## src/aed_pkg.sv

```systemverilog
/*
  Shared types and constants for the address error detector.
  Assumes one bus access is presented per cycle by whichever master owns the bus.
*/
package aed_pkg;

  typedef enum logic [1:0] {AED_SZ_BYTE, AED_SZ_WORD, AED_SZ_LONG, AED_SZ_BLK16} aed_size_t;
  typedef enum logic [1:0] {AED_M_CPU, AED_M_DMA, AED_M_EDMA} aed_master_t;
  typedef enum logic [2:0] {ST_IDLE, ST_WAIT, ST_PUSH_STAT, ST_PUSH_PC, ST_FETCH} aed_state_t;

  typedef struct packed {
    logic valid;
    aed_master_t master;
    aed_size_t size;
    logic fetch;
    logic pc_rel;
    logic tas;
    logic sdram_mrw;
    logic [31:0] addr;
  } aed_access_t;

  typedef struct packed {
    logic req;
    logic write;
    logic [31:0] addr;
    logic [31:0] wdata;
  } aed_mem_req_t;

  typedef struct packed {
    logic valid;
    logic [31:0] target;
    logic [31:0] sp;
  } aed_jump_t;

  typedef struct packed {
    logic cpu;
    logic dma;
    logic edma;
  } aed_err_src_t;

  // Peripheral module space and its sub-regions
  localparam logic [31:0] AED_PERI_LO = 32'hFFFF0000;
  localparam logic [31:0] AED_PERI_C_HI = 32'hFFFFFBFF;
  localparam logic [31:0] AED_PERI_A_LO = 32'hFFFFFC00;
  localparam logic [31:0] AED_PERI_A_HI = 32'hFFFFFCFF;
  localparam logic [31:0] AED_PERI_B_LO = 32'hFFFFFE00;
  localparam logic [31:0] AED_PERI_B_HI = 32'hFFFFFEFF;
  localparam logic [31:0] AED_PERI_TOP = 32'hFFFFFFFF;

  // Special spaces, selected by the top address nibble
  localparam logic [3:0] AED_SPC_PURGE = 4'h4;
  localparam logic [3:0] AED_SPC_ADDR_ARR = 4'h6;
  localparam logic [3:0] AED_SPC_DATA_ARR = 4'hC;
  localparam logic [3:0] AED_SPC_SDRAM_MODE = 4'hE;

  localparam logic [7:0] AED_VEC_DMA_ERR = 8'h0A;
  // Processor vector value is arbitrary, kept apart from the shared DMA one
  localparam logic [7:0] AED_VEC_CPU_ERR = 8'h09;
  localparam logic [31:0] AED_STACK_STEP = 32'h00000004;

  function automatic logic aed_in_range(input logic [31:0] a, input logic [31:0] lo, input logic [31:0] hi);
    return (a >= lo) && (a <= hi);
  endfunction : aed_in_range

  function automatic logic aed_space(input logic [31:0] a, input logic [3:0] tag);
    return a[31:28] == tag;
  endfunction : aed_space

  function automatic logic [31:0] aed_vec_addr(input logic [31:0] base, input logic [7:0] vec);
    return base + {22'h000000, vec, 2'h0};
  endfunction : aed_vec_addr

endpackage : aed_pkg

```

## src/aed_check.sv

```systemverilog
/*
  Combinational classifier of one bus access: raises err_out when the access is illegal.
  Assumes the caller qualifies the result with the access valid bit.
*/
`timescale 1ns/1ns
module aed_check (
  // Access under test
  input wire aed_pkg::aed_access_t acc_in,
  // Verdict
  output logic err_out
);
  import aed_pkg::*;

  logic peri;
  logic is_long;
  logic special;

  always_comb begin
    peri = acc_in.addr >= AED_PERI_LO;
    // Block transfers go out as longwords
    is_long = (acc_in.size == AED_SZ_LONG) || (acc_in.size == AED_SZ_BLK16);
    special = aed_space(acc_in.addr, AED_SPC_PURGE) || aed_space(acc_in.addr, AED_SPC_ADDR_ARR) ||
              aed_space(acc_in.addr, AED_SPC_SDRAM_MODE) || peri;
    err_out = 1'b0;
    if (acc_in.sdram_mrw) begin
      err_out = 1'b0;
    end else if (acc_in.fetch) begin
      err_out = acc_in.addr[0] || peri;
    end else begin
      if (acc_in.size == AED_SZ_WORD && acc_in.addr[0]) begin
        err_out = 1'b1;
      end
      if (is_long && acc_in.addr[1:0] != 2'h0) begin
        err_out = 1'b1;
      end
      if (acc_in.pc_rel && special) begin
        err_out = 1'b1;
      end
      if (acc_in.tas && (special || aed_space(acc_in.addr, AED_SPC_DATA_ARR))) begin
        err_out = 1'b1;
      end
      // Region A takes every size; B rejects longwords; C rejects bytes
      if (aed_in_range(acc_in.addr, AED_PERI_B_LO, AED_PERI_B_HI) && is_long) begin
        err_out = 1'b1;
      end
      if (aed_in_range(acc_in.addr, AED_PERI_LO, AED_PERI_C_HI) && acc_in.size == AED_SZ_BYTE) begin
        err_out = 1'b1;
      end
    end
  end

endmodule : aed_check

```

## src/aed_unit.sv

```systemverilog
/*
  Address error detector and exception entry sequencer.
  Assumes a core that reports bus cycle end and instruction completion, and a memory
  port that answers each request with a one-cycle ack (read data valid with it).
*/
`timescale 1ns/1ns
module aed_unit (
  // Clock and reset
  input wire logic sys_clk_in,
  input wire logic sys_rst_in,
  // Observed bus access
  input wire aed_pkg::aed_access_t acc_in,
  // Core progress and context
  input wire logic bus_end_in,
  input wire logic insn_done_in,
  input wire logic [31:0] next_pc_in,
  input wire logic [31:0] status_in,
  input wire logic [31:0] sp_in,
  input wire logic [31:0] vector_base_in,
  // Memory port answers
  input wire logic mem_ack_in,
  input wire logic [31:0] mem_rdata_in,
  // Error reports
  output aed_pkg::aed_err_src_t err_src_out,
  output logic addr_err_out,
  output logic busy_out,
  // Exception entry traffic
  output aed_pkg::aed_mem_req_t mem_out,
  output aed_pkg::aed_jump_t jump_out
);
  import aed_pkg::*;

  typedef struct packed {
    aed_state_t state;
    logic err;
    aed_err_src_t src;
    logic seen_end;
    logic seen_done;
    logic [7:0] vec;
    logic [31:0] stat;
    logic [31:0] pc;
    logic [31:0] sp;
    aed_mem_req_t mem;
    aed_jump_t jump;
    logic busy;
  } aed_regs_t;

  aed_regs_t r;
  aed_regs_t n;
  logic chk_err;
  logic hit;

  aed_check u_check (
    .acc_in(acc_in),
    .err_out(chk_err)
  );

  assign hit = acc_in.valid && chk_err;

  always_comb begin
    n = r;
    n.err = 1'b0;
    n.src = '0;
    n.jump.valid = 1'b0;
    case (r.state)
      ST_IDLE: begin
        // Later errors during entry are dropped; the first one owns the vector
        if (hit) begin
          n.err = 1'b1;
          n.src.cpu = acc_in.master == AED_M_CPU;
          n.src.dma = acc_in.master == AED_M_DMA;
          n.src.edma = acc_in.master == AED_M_EDMA;
          n.vec = (acc_in.master == AED_M_CPU) ? AED_VEC_CPU_ERR : AED_VEC_DMA_ERR;
          n.seen_end = bus_end_in;
          n.seen_done = insn_done_in;
          if (insn_done_in) begin
            n.pc = next_pc_in;
            n.stat = status_in;
          end
          n.busy = 1'b1;
          n.state = ST_WAIT;
        end
      end
      ST_WAIT: begin
        if (bus_end_in) begin
          n.seen_end = 1'b1;
        end
        if (insn_done_in && !r.seen_done) begin
          n.seen_done = 1'b1;
          n.pc = next_pc_in;
          n.stat = status_in;
        end
        if (n.seen_end && n.seen_done) begin
          n.sp = sp_in - AED_STACK_STEP;
          n.mem.req = 1'b1;
          n.mem.write = 1'b1;
          n.mem.addr = sp_in - AED_STACK_STEP;
          n.mem.wdata = n.stat;
          n.state = ST_PUSH_STAT;
        end
      end
      ST_PUSH_STAT: begin
        if (mem_ack_in) begin
          n.sp = r.sp - AED_STACK_STEP;
          n.mem.addr = r.sp - AED_STACK_STEP;
          n.mem.wdata = r.pc;
          n.state = ST_PUSH_PC;
        end
      end
      ST_PUSH_PC: begin
        if (mem_ack_in) begin
          n.mem.write = 1'b0;
          n.mem.wdata = '0;
          n.mem.addr = aed_vec_addr(vector_base_in, r.vec);
          n.state = ST_FETCH;
        end
      end
      ST_FETCH: begin
        // Straight jump: no slot instruction runs before the handler
        if (mem_ack_in) begin
          n.mem = '0;
          n.jump.valid = 1'b1;
          n.jump.target = mem_rdata_in;
          n.jump.sp = r.sp;
          n.seen_end = 1'b0;
          n.seen_done = 1'b0;
          n.busy = 1'b0;
          n.state = ST_IDLE;
        end
      end
      default: begin
        n = '0;
      end
    endcase
  end

  always_ff @(posedge sys_clk_in) begin
    if (sys_rst_in) begin
      r <= '0;
    end else begin
      r <= n;
    end
  end

  assign addr_err_out = r.err;
  assign err_src_out = r.src;
  assign busy_out = r.busy;
  assign mem_out = r.mem;
  assign jump_out = r.jump;

  // Checks; "idle" means a new error would be taken
  logic idle;
  logic data_ok;
  assign idle = r.state == ST_IDLE;
  assign data_ok = acc_in.valid && idle && !acc_in.fetch && !acc_in.pc_rel && !acc_in.tas;

  a_fetch_odd: assert property (@(posedge sys_clk_in) disable iff (sys_rst_in)
    acc_in.valid && idle && acc_in.fetch && acc_in.addr[0] && !acc_in.sdram_mrw |=> addr_err_out)
    else $error("odd fetch not flagged");

  a_fetch_peri: assert property (@(posedge sys_clk_in) disable iff (sys_rst_in)
    acc_in.valid && idle && acc_in.fetch && !acc_in.sdram_mrw && acc_in.addr >= AED_PERI_LO
    |=> addr_err_out ##1 busy_out)
    else $error("peripheral fetch not flagged");

  a_word_odd: assert property (@(posedge sys_clk_in) disable iff (sys_rst_in)
    data_ok && !acc_in.sdram_mrw && acc_in.size == AED_SZ_WORD && acc_in.addr[0]
    |=> addr_err_out && (err_src_out != '0))
    else $error("odd word access not flagged");

  a_long_align: assert property (@(posedge sys_clk_in) disable iff (sys_rst_in)
    data_ok && !acc_in.sdram_mrw && acc_in.size inside {AED_SZ_LONG, AED_SZ_BLK16}
    && acc_in.addr[1:0] != 2'h0 |=> addr_err_out)
    else $error("misaligned longword not flagged");

  a_pcrel_space: assert property (@(posedge sys_clk_in) disable iff (sys_rst_in)
    acc_in.valid && idle && !acc_in.fetch && acc_in.pc_rel && !acc_in.sdram_mrw
    && aed_space(acc_in.addr, AED_SPC_PURGE) |=> addr_err_out)
    else $error("pc-relative purge access not flagged");

  a_tas_space: assert property (@(posedge sys_clk_in) disable iff (sys_rst_in)
    acc_in.valid && idle && !acc_in.fetch && acc_in.tas && !acc_in.sdram_mrw
    && aed_space(acc_in.addr, AED_SPC_DATA_ARR) |=> addr_err_out)
    else $error("test-and-set array access not flagged");

  a_peri_a_ok: assert property (@(posedge sys_clk_in) disable iff (sys_rst_in)
    data_ok && acc_in.size == AED_SZ_BYTE && aed_in_range(acc_in.addr, AED_PERI_A_LO, AED_PERI_A_HI)
    |=> !addr_err_out)
    else $error("region A byte access flagged");

  a_peri_b_long: assert property (@(posedge sys_clk_in) disable iff (sys_rst_in)
    data_ok && !acc_in.sdram_mrw && acc_in.size == AED_SZ_LONG
    && aed_in_range(acc_in.addr, AED_PERI_B_LO, AED_PERI_B_HI) |=> addr_err_out)
    else $error("region B longword not flagged");

  a_peri_b_short: assert property (@(posedge sys_clk_in) disable iff (sys_rst_in)
    data_ok && acc_in.size == AED_SZ_BYTE && acc_in.addr >= AED_PERI_B_LO |=> !addr_err_out)
    else $error("upper region byte access flagged");

  a_peri_c_byte: assert property (@(posedge sys_clk_in) disable iff (sys_rst_in)
    data_ok && !acc_in.sdram_mrw && acc_in.size == AED_SZ_BYTE
    && aed_in_range(acc_in.addr, AED_PERI_LO, AED_PERI_C_HI) |=> addr_err_out)
    else $error("region C byte access not flagged");

  a_peri_c_word: assert property (@(posedge sys_clk_in) disable iff (sys_rst_in)
    data_ok && acc_in.size == AED_SZ_WORD && !acc_in.addr[0]
    && aed_in_range(acc_in.addr, AED_PERI_LO, AED_PERI_C_HI) |=> !addr_err_out)
    else $error("region C word access flagged");

  a_mrw_quiet: assert property (@(posedge sys_clk_in) disable iff (sys_rst_in)
    acc_in.valid && acc_in.sdram_mrw |=> !addr_err_out)
    else $error("error during mode register write");

  a_entry_wait: assert property (@(posedge sys_clk_in) disable iff (sys_rst_in)
    $rose(mem_out.req) |-> r.seen_end && r.seen_done && $past(r.state) == ST_WAIT)
    else $error("entry started before cycle end and instruction done");

  a_push_order: assert property (@(posedge sys_clk_in) disable iff (sys_rst_in)
    r.state == ST_PUSH_STAT && mem_ack_in |=> mem_out.write && mem_out.wdata == r.pc
    && mem_out.addr == $past(mem_out.addr) - AED_STACK_STEP)
    else $error("program counter push out of order");

  a_vec_addr: assert property (@(posedge sys_clk_in) disable iff (sys_rst_in)
    r.state == ST_FETCH |-> !mem_out.write && mem_out.addr == vector_base_in + {22'h000000, r.vec, 2'h0})
    else $error("wrong vector entry address");

  a_jump_now: assert property (@(posedge sys_clk_in) disable iff (sys_rst_in)
    r.state == ST_FETCH && mem_ack_in |=> jump_out.valid && jump_out.target == $past(mem_rdata_in)
    && idle)
    else $error("handler jump missing or late");

  a_dma_vec: assert property (@(posedge sys_clk_in) disable iff (sys_rst_in)
    addr_err_out && (err_src_out.dma || err_src_out.edma) |-> r.vec == AED_VEC_DMA_ERR)
    else $error("DMA error with wrong vector");

  a_cpu_vec: assert property (@(posedge sys_clk_in) disable iff (sys_rst_in)
    addr_err_out && err_src_out.cpu |-> r.vec == AED_VEC_CPU_ERR)
    else $error("processor error with wrong vector");

  a_fetch_even: assert property (@(posedge sys_clk_in) disable iff (sys_rst_in)
    acc_in.valid && idle && acc_in.fetch && !acc_in.addr[0] && acc_in.addr < AED_PERI_LO |=> !addr_err_out)
    else $error("legal fetch flagged");

  a_pcrel_peri: assert property (@(posedge sys_clk_in) disable iff (sys_rst_in)
    acc_in.valid && idle && !acc_in.fetch && acc_in.pc_rel && !acc_in.sdram_mrw
    && (acc_in.addr >= AED_PERI_LO || aed_space(acc_in.addr, AED_SPC_ADDR_ARR)
    || aed_space(acc_in.addr, AED_SPC_SDRAM_MODE)) |=> addr_err_out)
    else $error("pc-relative special access not flagged");

  a_tas_special: assert property (@(posedge sys_clk_in) disable iff (sys_rst_in)
    acc_in.valid && idle && !acc_in.fetch && acc_in.tas && !acc_in.sdram_mrw
    && (acc_in.addr >= AED_PERI_LO || aed_space(acc_in.addr, AED_SPC_PURGE)
    || aed_space(acc_in.addr, AED_SPC_ADDR_ARR) || aed_space(acc_in.addr, AED_SPC_SDRAM_MODE)) |=> addr_err_out)
    else $error("test-and-set special access not flagged");

  a_busy_quiet: assert property (@(posedge sys_clk_in) disable iff (sys_rst_in)
    !idle && hit |=> !addr_err_out && $stable(r.vec))
    else $error("error taken while entry in progress");

  a_wait_hold: assert property (@(posedge sys_clk_in) disable iff (sys_rst_in)
    r.state == ST_WAIT |-> !mem_out.req && busy_out)
    else $error("request raised while waiting");

  a_stat_push: assert property (@(posedge sys_clk_in) disable iff (sys_rst_in)
    $rose(mem_out.req) |-> mem_out.write && mem_out.wdata == r.stat && mem_out.addr == r.sp)
    else $error("status word not pushed first");

  a_err_busy: assert property (@(posedge sys_clk_in) disable iff (sys_rst_in)
    addr_err_out |-> busy_out && r.state == ST_WAIT && $onehot(err_src_out))
    else $error("error pulse without entry");

  a_jump_idle: assert property (@(posedge sys_clk_in) disable iff (sys_rst_in)
    jump_out.valid |-> !busy_out && !mem_out.req && r.state == ST_IDLE)
    else $error("jump while entry still running");

  c_cpu_entry: cover property (@(posedge sys_clk_in) disable iff (sys_rst_in)
    addr_err_out && err_src_out.cpu ##[1:40] jump_out.valid);
  c_dma_entry: cover property (@(posedge sys_clk_in) disable iff (sys_rst_in)
    addr_err_out && err_src_out.dma ##[1:40] jump_out.valid);
  c_edma_err: cover property (@(posedge sys_clk_in) disable iff (sys_rst_in)
    addr_err_out && err_src_out.edma);
  c_blk_err: cover property (@(posedge sys_clk_in) disable iff (sys_rst_in)
    data_ok && acc_in.size == AED_SZ_BLK16 && chk_err);
  c_slow_push: cover property (@(posedge sys_clk_in) disable iff (sys_rst_in)
    r.state == ST_PUSH_STAT ##1 r.state == ST_PUSH_STAT);

endmodule : aed_unit

```

## config.mk

```make
export PLATFORM = sky130hd
export DESIGN_NAME = aed_unit
export DESIGN_NICKNAME = d
export VERILOG_FILES = /design/src/aed_pkg.sv /design/src/aed_check.sv /design/src/aed_unit.sv
export SDC_FILE = /design/constraint.sdc
export NUM_CORES = 1
export LEC_CHECK = 0
export BUFFER_PORTS_ARGS = -buffer_cell sky130_fd_sc_hd__buf_2
export CORE_MARGIN = 1.5
export CORE_UTILIZATION = 56
export DETAILED_ROUTE_END_ITERATION = 16
export GPL_ROUTABILITY_DRIVEN = 0
export MAX_ROUTING_LAYER = met4
export PLACE_DENSITY = 0.93
export SYNTH_ARGS = -nofsm -noshare
export SYNTH_HDL_FRONTEND = slang
export SYNTH_SLANG_ARGS = --single-unit
```

## constraint.sdc

```tcl
create_clock -name sys_clk_in -period 6.4 [get_ports sys_clk_in]
set_clock_uncertainty 0.05 [all_clocks]
set_input_delay 0.64 -clock sys_clk_in [delete_from_list [all_inputs] [get_ports sys_clk_in]]
set_output_delay 0.64 -clock sys_clk_in [all_outputs]
set_load 0.05 [all_outputs]
```

After elaboration in Yosys (flattened, before gate mapping) --
Index checks and enable logic that the tools add are counted.
Operators by class: order comparisons 4, eq/ne operators 20, add/sub/neg operators 3, bitwise gates (word level) 10, mux-type cells 37, reductions and logical operators 43
Operators by type and width (number):
- one-hot mux 64 bit (5 select lines) | 1
- two-way mux 64 bit | 3
- one-hot mux 64 bit (3 select lines) | 1
- two-way mux 132 bit | 1
- one-hot mux 65 bit (2 select lines) | 1
- two-way mux 98 bit | 1
- one-hot mux 32 bit (3 select lines) | 1
- two-way mux 81 bit | 1
- two-way mux 65 bit | 1
- greater-or-equal comparator 32 bit, second input constant | 2
- less-or-equal comparator 32 bit, second input constant | 2
- subtractor 32 x 3 -> 32 bit, second input constant | 2
- adder 32 x 10 -> 32 bit | 1
- two-way mux 32 bit | 1
- one-hot mux 8 bit (2 select lines) | 1
- one-hot mux 3 bit (5 select lines) | 1
- AND reduction 3 bit | 5
- OR reduction 3 bit | 5
- != test 2 bit, second input constant | 7
- two-way mux 1 bit | 13
- two-way mux 3 bit | 4
- logical AND 1 bit | 11
- NOT 1 bit | 10
- AND reduction 5 bit | 2
- 20 further kinds | 39
Word-level totals: logic and storage cells 136, bits of input ports 206, register bits after elaboration 245

Logic depth before layout (Yosys ltp) --
Gate-level depths: netlist of the first run.
word-level depth 14, gate-level depth with buffers 9

Hierarchy --
A second synthesis of the first run with hierarchy kept.
Unflattened totals: cell total of the unflattened synthesis 1355, area total of the unflattened synthesis 11691.2 um^2
Modules (own cells, without submodules):
- aed_unit | times used 1, cells each 1335, seq. area each 4804.6 um^2, area an instance 11568.6 um^2
- aed_check | times used 1, cells each 20, seq. area each 0.0 um^2, area an instance 122.6 um^2

Worst setup path before layout of the first run --
Ideal clock, no wire load.
kind input-to-reg, start point input sp_in[10], end point register r, in the netlist mem_out[59], stages 7, slack 3688 ps, library setup time 122 ps, data required time 6228 ps, data arrival time 2540 ps, cell sequence or4_1 or4_1 buf_2 nor3_1 xnor2_1 o22ai_1 a221o_1
On the way: longest elaborated chain between the ends 3
RTL lines:
- from (decl) | RTL line aed_unit.sv:18 | input wire logic [31:0] sp_in,
- subtractor 32 x 3 -> 32 bit | RTL line aed_unit.sv:97 | n.mem.addr = sp_in - AED_STACK_STEP;
- two-way mux 98 bit | RTL line aed_unit.sv:93 | if (n.seen_end && n.seen_done) begin
- one-hot mux 64 bit (5 select lines) | RTL line aed_unit.sv:65 | case (r.state)
- to (signal assigned) | RTL line aed_unit.sv:141 | r <= n;
- to (decl) | RTL line aed_unit.sv:48 | aed_regs_t r;
No other way between the ends. The select of a mux whose other input is x is not followed. A chain may end at the register's enable or synchronous reset.

Worst setup path after layout of the first run --
start point register r[244] (netlist name), end point register r, in the netlist mem_out[61]
On the way: longest elaborated chain between the ends 3
RTL lines (RTL line):
- == test 3 x 1 -> 1 bit, or another cell as far along | aed_unit.sv:65
- != test 2 bit (no source line) or NOT 1 bit (tied branches)
- AND reduction 5 bit (no source line)
Parallel ways exist; a longest one is shown, timed or not.

==> run metrics, run 1 <==
status completed; worst skew pair latency 0.54 ns; io pins 342; max cap viols 0; area grow syn2layout 14.6%; Pint 2.70 mW; Post-Syn Area 11700 um2; share of cells above drive strength 1 0.282; Pwr per Cell Area 271 nW/um2; Syn Nets 1510; number of global-route vias before repair 10200; EDFF count, synth 0; GRT overflow 0; Starting Density 0.574; Area contributors post-synth dfxtp_1 (41%), a22o_1 (9.8%), buf_4 (8.6%); Netlist cell types 72; final wirelength 34300 um; initial antenna violation count 10; WS Path Type flop to flop; predominant post-synthesis flop cell dfxtp_1; CTS resizes 0; port bufs 335; fmax 0.284 GHz; clock share of power 0.432; Peak VDD IR 332 uV; WHS 0.270 ns; Switching Share 0.256; combinational share of power 0.134; TritonCTS Buffers 25; Die ar. 21800 um2; worst rel slew slack 0.134; CTS tree built; fin nets 1661; Critical Path Source Type flop; Leakage 5.69 nW; Hold Path Class primary input to flop; Max Root-Sink Buffers 3; # DRC 0; Core Rows 52; core area 20400 um2; syn_area_per_cell 9.01 um2; remaining antenna violation count 0; DP HPWL 24000 um; Hold Buf Count CTS 0; RSZ-0062 raised after global routing no; CTS sink cnt 240; drt pass-1 iters 7; sequential share of power 0.434; Cells after Synth 1298; Fin Setup TNS 0 ns; Yosys top cell area share 0.411; synthesized flop and latch total 240; routed len/inst 19.6 um; Yosys top cell by area dfxtp_1; Req. time, crit path 6.77 ns; endpoint class of the critical path flop; clk root buf clkbuf_16; global-route wire length before repair 53400 um; GRT Total Usage 0.310; iteration-0 DRC count of the detailed router 1025; Final Setup Violations 0; time the worst path needs with I/O delays and setup 3.52 ns; Slew @ Worst Pin 1.29 ns; Clock Pin Slew Worst Setup and Hold Paths 0.06 ns; Vias 10800; maximum number of pins on one net before global-route repair 66; period utilization 0.550; Synth Warn # 0; fin. max-slew vios 0; DR vias/cell 6.21; asr flop ratio synth 0; sequential fraction of the synthesis area 0.411; H-tree depth 1; Die Ht 148 um; final hold vios 0; postcts setup bufs 0; Max FO, Critical Path 38; Psw 931 uW; Final Util 0.658; Data arrival, critical path 3.89 ns; Die Width 148 um; fillers 1584
## final timing paths
kind | from | to | slack, ns | depth (start not counted)
min reg2reg | mem_out[45] | mem_out[45] | 0.40 | 2
max reg2reg | r[244] | mem_out[61] | 2.88 | 7
min | mem_rdata_in[29] | jump_out[61] | 0.27 | 2
max | r[244] | mem_out[61] | 2.88 | 7
## metrics by stage
stage                     cells  cell area, um2  power (mW)  setup slack (ns)
after floorplan            1298           11700        1.92              3.69
after global placement     1692           12500        2.06              3.04
after detailed placement   1692           12500        2.08              3.00
after CTS                  1734           13400        3.63              2.96
after global routing       1744           13400        3.75              2.66
final                      1746           13400        3.63              2.88
## flip-flops by register name, indices dropped and copies added, names as in the netlist
name	cells
r	104
mem_out	66
jump_out	65
err_src_out	3
addr_err_out	1
busy_out	1
## cell type report
| class | count | area (um2) | share of cell area |
|---|---|---|---|
| antenna | 12 | 30.0 | 0.00224 |
| timing repair buffer | 349 | 1780 | 0.133 |
| multi-input combinational | 814 | 5490 | 0.409 |
| clock inverter | 9 | 191 | 0.0143 |
| clock buffer | 33 | 696 | 0.0519 |
| inverter | 19 | 71.3 | 0.00532 |
| sequential | 240 | 4800 | 0.359 |
| tap | 270 | 338 | 0.0252 |
## power by group through the flow
stage / sequential, mW / clock, mW / combinational, mW
finish: 1.58 / 1.57 / 0.486
global route: 1.58 / 1.64 / 0.529
CTS: 1.57 / 1.58 / 0.479
detailed placement: 1.60 / 0 / 0.474
global placement: 1.60 / 0 / 0.462
floorplan: 1.59 / 0 / 0.326
## worst max-delay path, cell delays in order (launching register included)
cell and delay (ns):
dfxtp_1 0.79, or3b_1 0.60, o221a_2 0.88, nor2_1 0.08, buf_4 0.23, nand2_1 0.36, nor2_1 0.13, a221o_1 0.28
## logic make-up (layout without fill, tap and decap cells)
logic type,after synthesis,in the layout,share of synthesized area
mux,2,2,0.00171
compound gates,352,352,0.235
simple gates,370,370,0.157
flops,240,240,0.411
xor+xnor,84,84,0.0629
fa+ha+maj,6,6,0.00706
buf+inv,244,410,0.126
other cells,0,12,0
## layer usage
layer  global-route usage  routed length (um)
met1                0.367               12900
met2                0.511               16500
met3               0.0590                3300
met4                0.138                1620
met5                    -                   0
## placed cells by master (no fill, tap or decap), drive strengths merged, types with 4 or more instances in the layout
| master | n |
|---|---|
| nand4b | 4 |
| a211oi | 24 |
| a222oi | 32 |
| diode | 12 |
| dfxtp | 240 |
| nand2 | 59 |
| nor3 | 34 |
| o21ai | 24 |
| a22o | 131 |
| nand4 | 14 |
| bufinv | 5 |
| nor2 | 150 |
| clkbuf | 33 |
| nand2b | 6 |
| nor3b | 6 |
| ha | 5 |
| xnor2 | 33 |
| a21oi | 59 |
| nand3 | 23 |
| xor2 | 51 |
| a32oi | 8 |
| inv | 19 |
| or4 | 13 |
| o22ai | 9 |
| nor2b | 5 |
| or3 | 10 |
| nor4 | 27 |
| or2 | 4 |
| buf | 349 |
| o221ai | 12 |
| a22oi | 24 |
## synthesized netlist by cell type, types with 3 or more instances
| library cell | n |
|---|---|
| dfxtp_1 | 240 |
| nor2_1 | 150 |
| buf_4 | 134 |
| a22o_1 | 131 |
| clkbuf_1 | 78 |
| a21oi_1 | 59 |
| nand2_1 | 59 |
| xor2_1 | 51 |
| nor3_1 | 34 |
| xnor2_1 | 33 |
| a222oi_1 | 32 |
| a22oi_1 | 24 |
| a211oi_1 | 23 |
| nand3_1 | 23 |
| nor4_1 | 23 |
| o21ai_0 | 20 |
| inv_1 | 17 |
| nand4_1 | 14 |
| o221ai_1 | 12 |
| or4_1 | 11 |
| or3_1 | 10 |
| o22ai_1 | 9 |
| a32oi_1 | 8 |
| buf_6 | 7 |
| nand2b_1 | 6 |
| ha_1 | 5 |
| nor2b_1 | 5 |
| nor3b_1 | 5 |
| nand4b_1 | 4 |
| nor4_2 | 4 |
| o21ai_1 | 4 |
| or2_2 | 4 |
| a211o_1 | 3 |
| a31oi_1 | 3 |
| buf_1 | 3 |
| buf_2 | 3 |
| o21a_1 | 3 |
(Power assumes the default switching activity.)
==> run 2, diff against run 1 <==
--- a/config.mk
+++ b/config.mk
@@ -5,13 +5,14 @@
 export SDC_FILE = /design/constraint.sdc
 export NUM_CORES = 1
 export LEC_CHECK = 0
+export ABC_AREA = 1
 export BUFFER_PORTS_ARGS = -buffer_cell sky130_fd_sc_hd__buf_2
 export CORE_MARGIN = 1.5
-export CORE_UTILIZATION = 56
+export CORE_UTILIZATION = 55
 export DETAILED_ROUTE_END_ITERATION = 16
 export GPL_ROUTABILITY_DRIVEN = 0
 export MAX_ROUTING_LAYER = met4
-export PLACE_DENSITY = 0.93
+export PLACE_DENSITY = 0.9
 export SYNTH_ARGS = -nofsm -noshare
 export SYNTH_HDL_FRONTEND = slang
 export SYNTH_SLANG_ARGS = --single-unit
==> constraint.sdc (replaced) <==
create_clock -name sys_clk_in -period 3.69 [get_ports sys_clk_in]
set_clock_uncertainty 0.05 [all_clocks]
set_input_delay 0.369 -clock sys_clk_in [delete_from_list [all_inputs] [get_ports sys_clk_in]]
set_output_delay 0.369 -clock sys_clk_in [all_outputs]
set_load 0.05 [all_outputs]
==> run 2 against run 1 <==
Die area up 21%. Clock-buffer cell count is 1 higher. Total power up 88%. Sequential share of layout area shrank 5.8 points. Combinational power rose to 2.9 times the previous value. Critical endpoint is now r[206].
==> run metrics, run 2 <==
Fin Setup TNS 0 ns (unchanged); port bufs 335 (unchanged); Peak VDD IR 388 uV (+17%); setup slack, reg-to-reg 1.01 ns (-1.87 ns); final wirelength 44900 um (+31%); WS Path Type flop to flop; DR vias/cell 5.75 (-7.5%); fmax 0.373 GHz (+31%); Top reg by flops r; predominant post-synthesis flop cell dfxtp_1; drt pass-1 iters 8 (+1); endpoint class of the critical path flop; Die Ht 162 um (+10%); CP max stage delay 0.44 ns (-0.44 ns); H-tree depth 1 (unchanged); share of cells above drive strength 1 0.189 (-0.0929); Synth Warn # 0 (unchanged); Post-DP Area 14800 um2 (+18%); hold path depth 2 (unchanged); Max Root-Sink Buffers 3 (unchanged); Vias 15300 (+41%); Leakage 7.61 nW (+34%); max FFs per register 104 (unchanged); Critical Path Source Type flop; synthesized flop and latch total 240 (unchanged); time the worst path needs with I/O delays and setup 2.68 ns (-0.838 ns); Data arrival, critical path 3.06 ns (-0.83 ns); Hold Path Class primary input to flop; worst skew pair latency 0.54 ns (about the same); Pwr per Cell Area 427 nW/um2 (+58%); syn_area_per_cell 6.56 um2 (-27%); Clock Pin Slew Worst Setup and Hold Paths 0.06 ns (about the same); Yosys top cell area share 0.344 (-0.0670); min-delay src mem_rdata_in[2]; postcts setup bufs 0 (unchanged); GRT Total Usage 0.336 (+0.0259); Req. time, crit path 4.06 ns (-2.71 ns); Yosys top cell by area dfxtp_1; most frequent cells in the layout nand2_1 (477), buf_2 (334), dfxtp_1 (240); Core Rows 58 (+12%); asr flop ratio synth 0 (unchanged); CTS tree built; Max FO, Critical Path 37 (-2.6%); RSZ-0062 raised after global routing no; period utilization 0.727 (+0.177); CTS resizes 0 (unchanged); # DRC 0 (unchanged); sequential fraction of the synthesis area 0.344 (-0.0670); Syn Nets 2343 (+55%); reg2reg end r[206]; worst rel slew slack 0.362 (+0.228); remaining antenna violation count 0 (unchanged); TritonCTS Buffers 26 (+4.0%); core area 25000 um2 (+23%); Design Area, Final 16000 um2 (+19%); EDFF count, synth 0 (unchanged); number of global-route vias before repair 13900 (+35%); status completed; Slew @ Worst Pin 0.955 ns (-0.339 ns); Setup crit start r[243]; final hold vios 0 (unchanged); Synth top cells by count nand2_1 (477), dfxtp_1 (240), nor2_1 (221), inv_1 (205), nand3_1 (182); final instance count without filler cells 2664 (+53%); Die Width 162 um (+10%); io pins 342 (unchanged); area grow syn2layout 14.4%; Die ar. 26400 um2 (+21%); Starting Density 0.558 (-0.0161); Post-Place Cells 2575 (+52%); Area contributors post-synth dfxtp_1 (34%), nand2_1 (13%), buf_4 (7.4%); fin. max-slew vios 0 (unchanged); maximum number of pins on one net before global-route repair 84 (+27%); DP HPWL 31600 um (+32%); most common cell in the netlist nand2_1; CTS sink cnt 240 (unchanged); clk root buf clkbuf_16; GRT overflow 0 (unchanged); Reg2Reg Depth 10 (+3); initial antenna violation count 8 (-2); CP max-delay cell buf_4; max cap viols 0 (unchanged); fillers 2184 (+38%); Cells after Synth 2131 (+64%); global-route wire length before repair 69400 um (+30%); commonest non-fill, non-tap cell in the layout nand2_1; Netlist cell types 43 (-40%); fin nets 2517 (+52%); Hold EP jump_out[34]; reg2reg start r[243]; Post-Syn Area 14000 um2 (+20%); Final Setup Violations 0 (unchanged); routed len/inst 16.8 um (-14%); iteration-0 DRC count of the detailed router 1805 (+76%); worst path cell trace nor2_1 -> inv_2 -> nor2_4 -> buf_4 -> nand2_4 -> nand2_2 -> buf_4 -> inv_2 -> o21ai_0 -> nor2_1
run 2: area by class of cell:
cell class | instances | area (um2) | area share
tap | 330 | 413 | 0.0258
antenna | 9 | 22.5 | 0.00141
inverter | 218 | 821 | 0.0514
multi-input combinational | 1431 | 6890 | 0.431
clock buffer | 34 | 711 | 0.0445
timing repair buffer | 388 | 2170 | 0.136
sequential | 240 | 4800 | 0.301
clock inverter | 14 | 150 | 0.00939
run 2: kinds of logic after synthesis:
family / after synthesis / share of synthesized area
xor+xnor: 11 / 0.00689
flops: 240 / 0.344
buf+inv: 460 / 0.165
fa+ha+maj: 6 / 0.00591
compound gates: 427 / 0.175
simple gates: 987 / 0.303
run 2: metal layers:
layer	up-vias	GRT usage	wire length, um
li1	7255	-	-
met1	6894	0.409	17500
met2	957	0.543	20200
met3	202	0.0652	4870
met4	0	0.141	2340
met5	-	-	0
run 2: worst max-delay path, delay by kind of cell (launching register included):
family / cells / cell delay (ns)
buffers and inverters: 4 / 1.21
AOI/OAI and AO/OA: 1 / 0.27
DFF: 1 / 0.37
and+or+nand+nor: 5 / 0.63
run 2: how the worst max path moves through the flow:
stage,slack (ns),depth (start not counted),end
2_1_floorplan,1.52,15,mem_out[56]
3_3_place_gp,1.08,14,r[203]
4_1_cts,1.08,10,r[206]
6_report,1.01,10,r[206]
3_5_place_dp,1.02,14,r[227]
5_1_grt,0.82,10,r[227]
run 2: timing repair:
action / in CTS / in global routing
hold endpoints to repair: 31 / 1
endpoints found under the setup margin: 0 / 0
hold buffers: 31 / 1
run 2: report_power, final:
group	switching, mW	total [mW]	internal (mW)
combinational	0.999	1.43	0.434
sequential	0.0756	2.78	2.71
clock	1.11	2.62	1.51
total	2.18	6.83	4.65
run 2: stage by stage:
stage / hold WS, ns / utilization / total power, mW / setup WS (ns)
after global placement: 0.387 / 0.590 / 4.14 / 1.08
after CTS: 0.0100 / 0.637 / 6.81 / 1.08
final: 0.0323 / 0.638 / 6.83 / 1.01
after global routing: 0.00105 / 0.638 / 7.11 / 0.817
after floorplan: 0.377 / - / 3.76 / 1.52
after detailed placement: 0.403 / 0.590 / 4.19 / 1.02
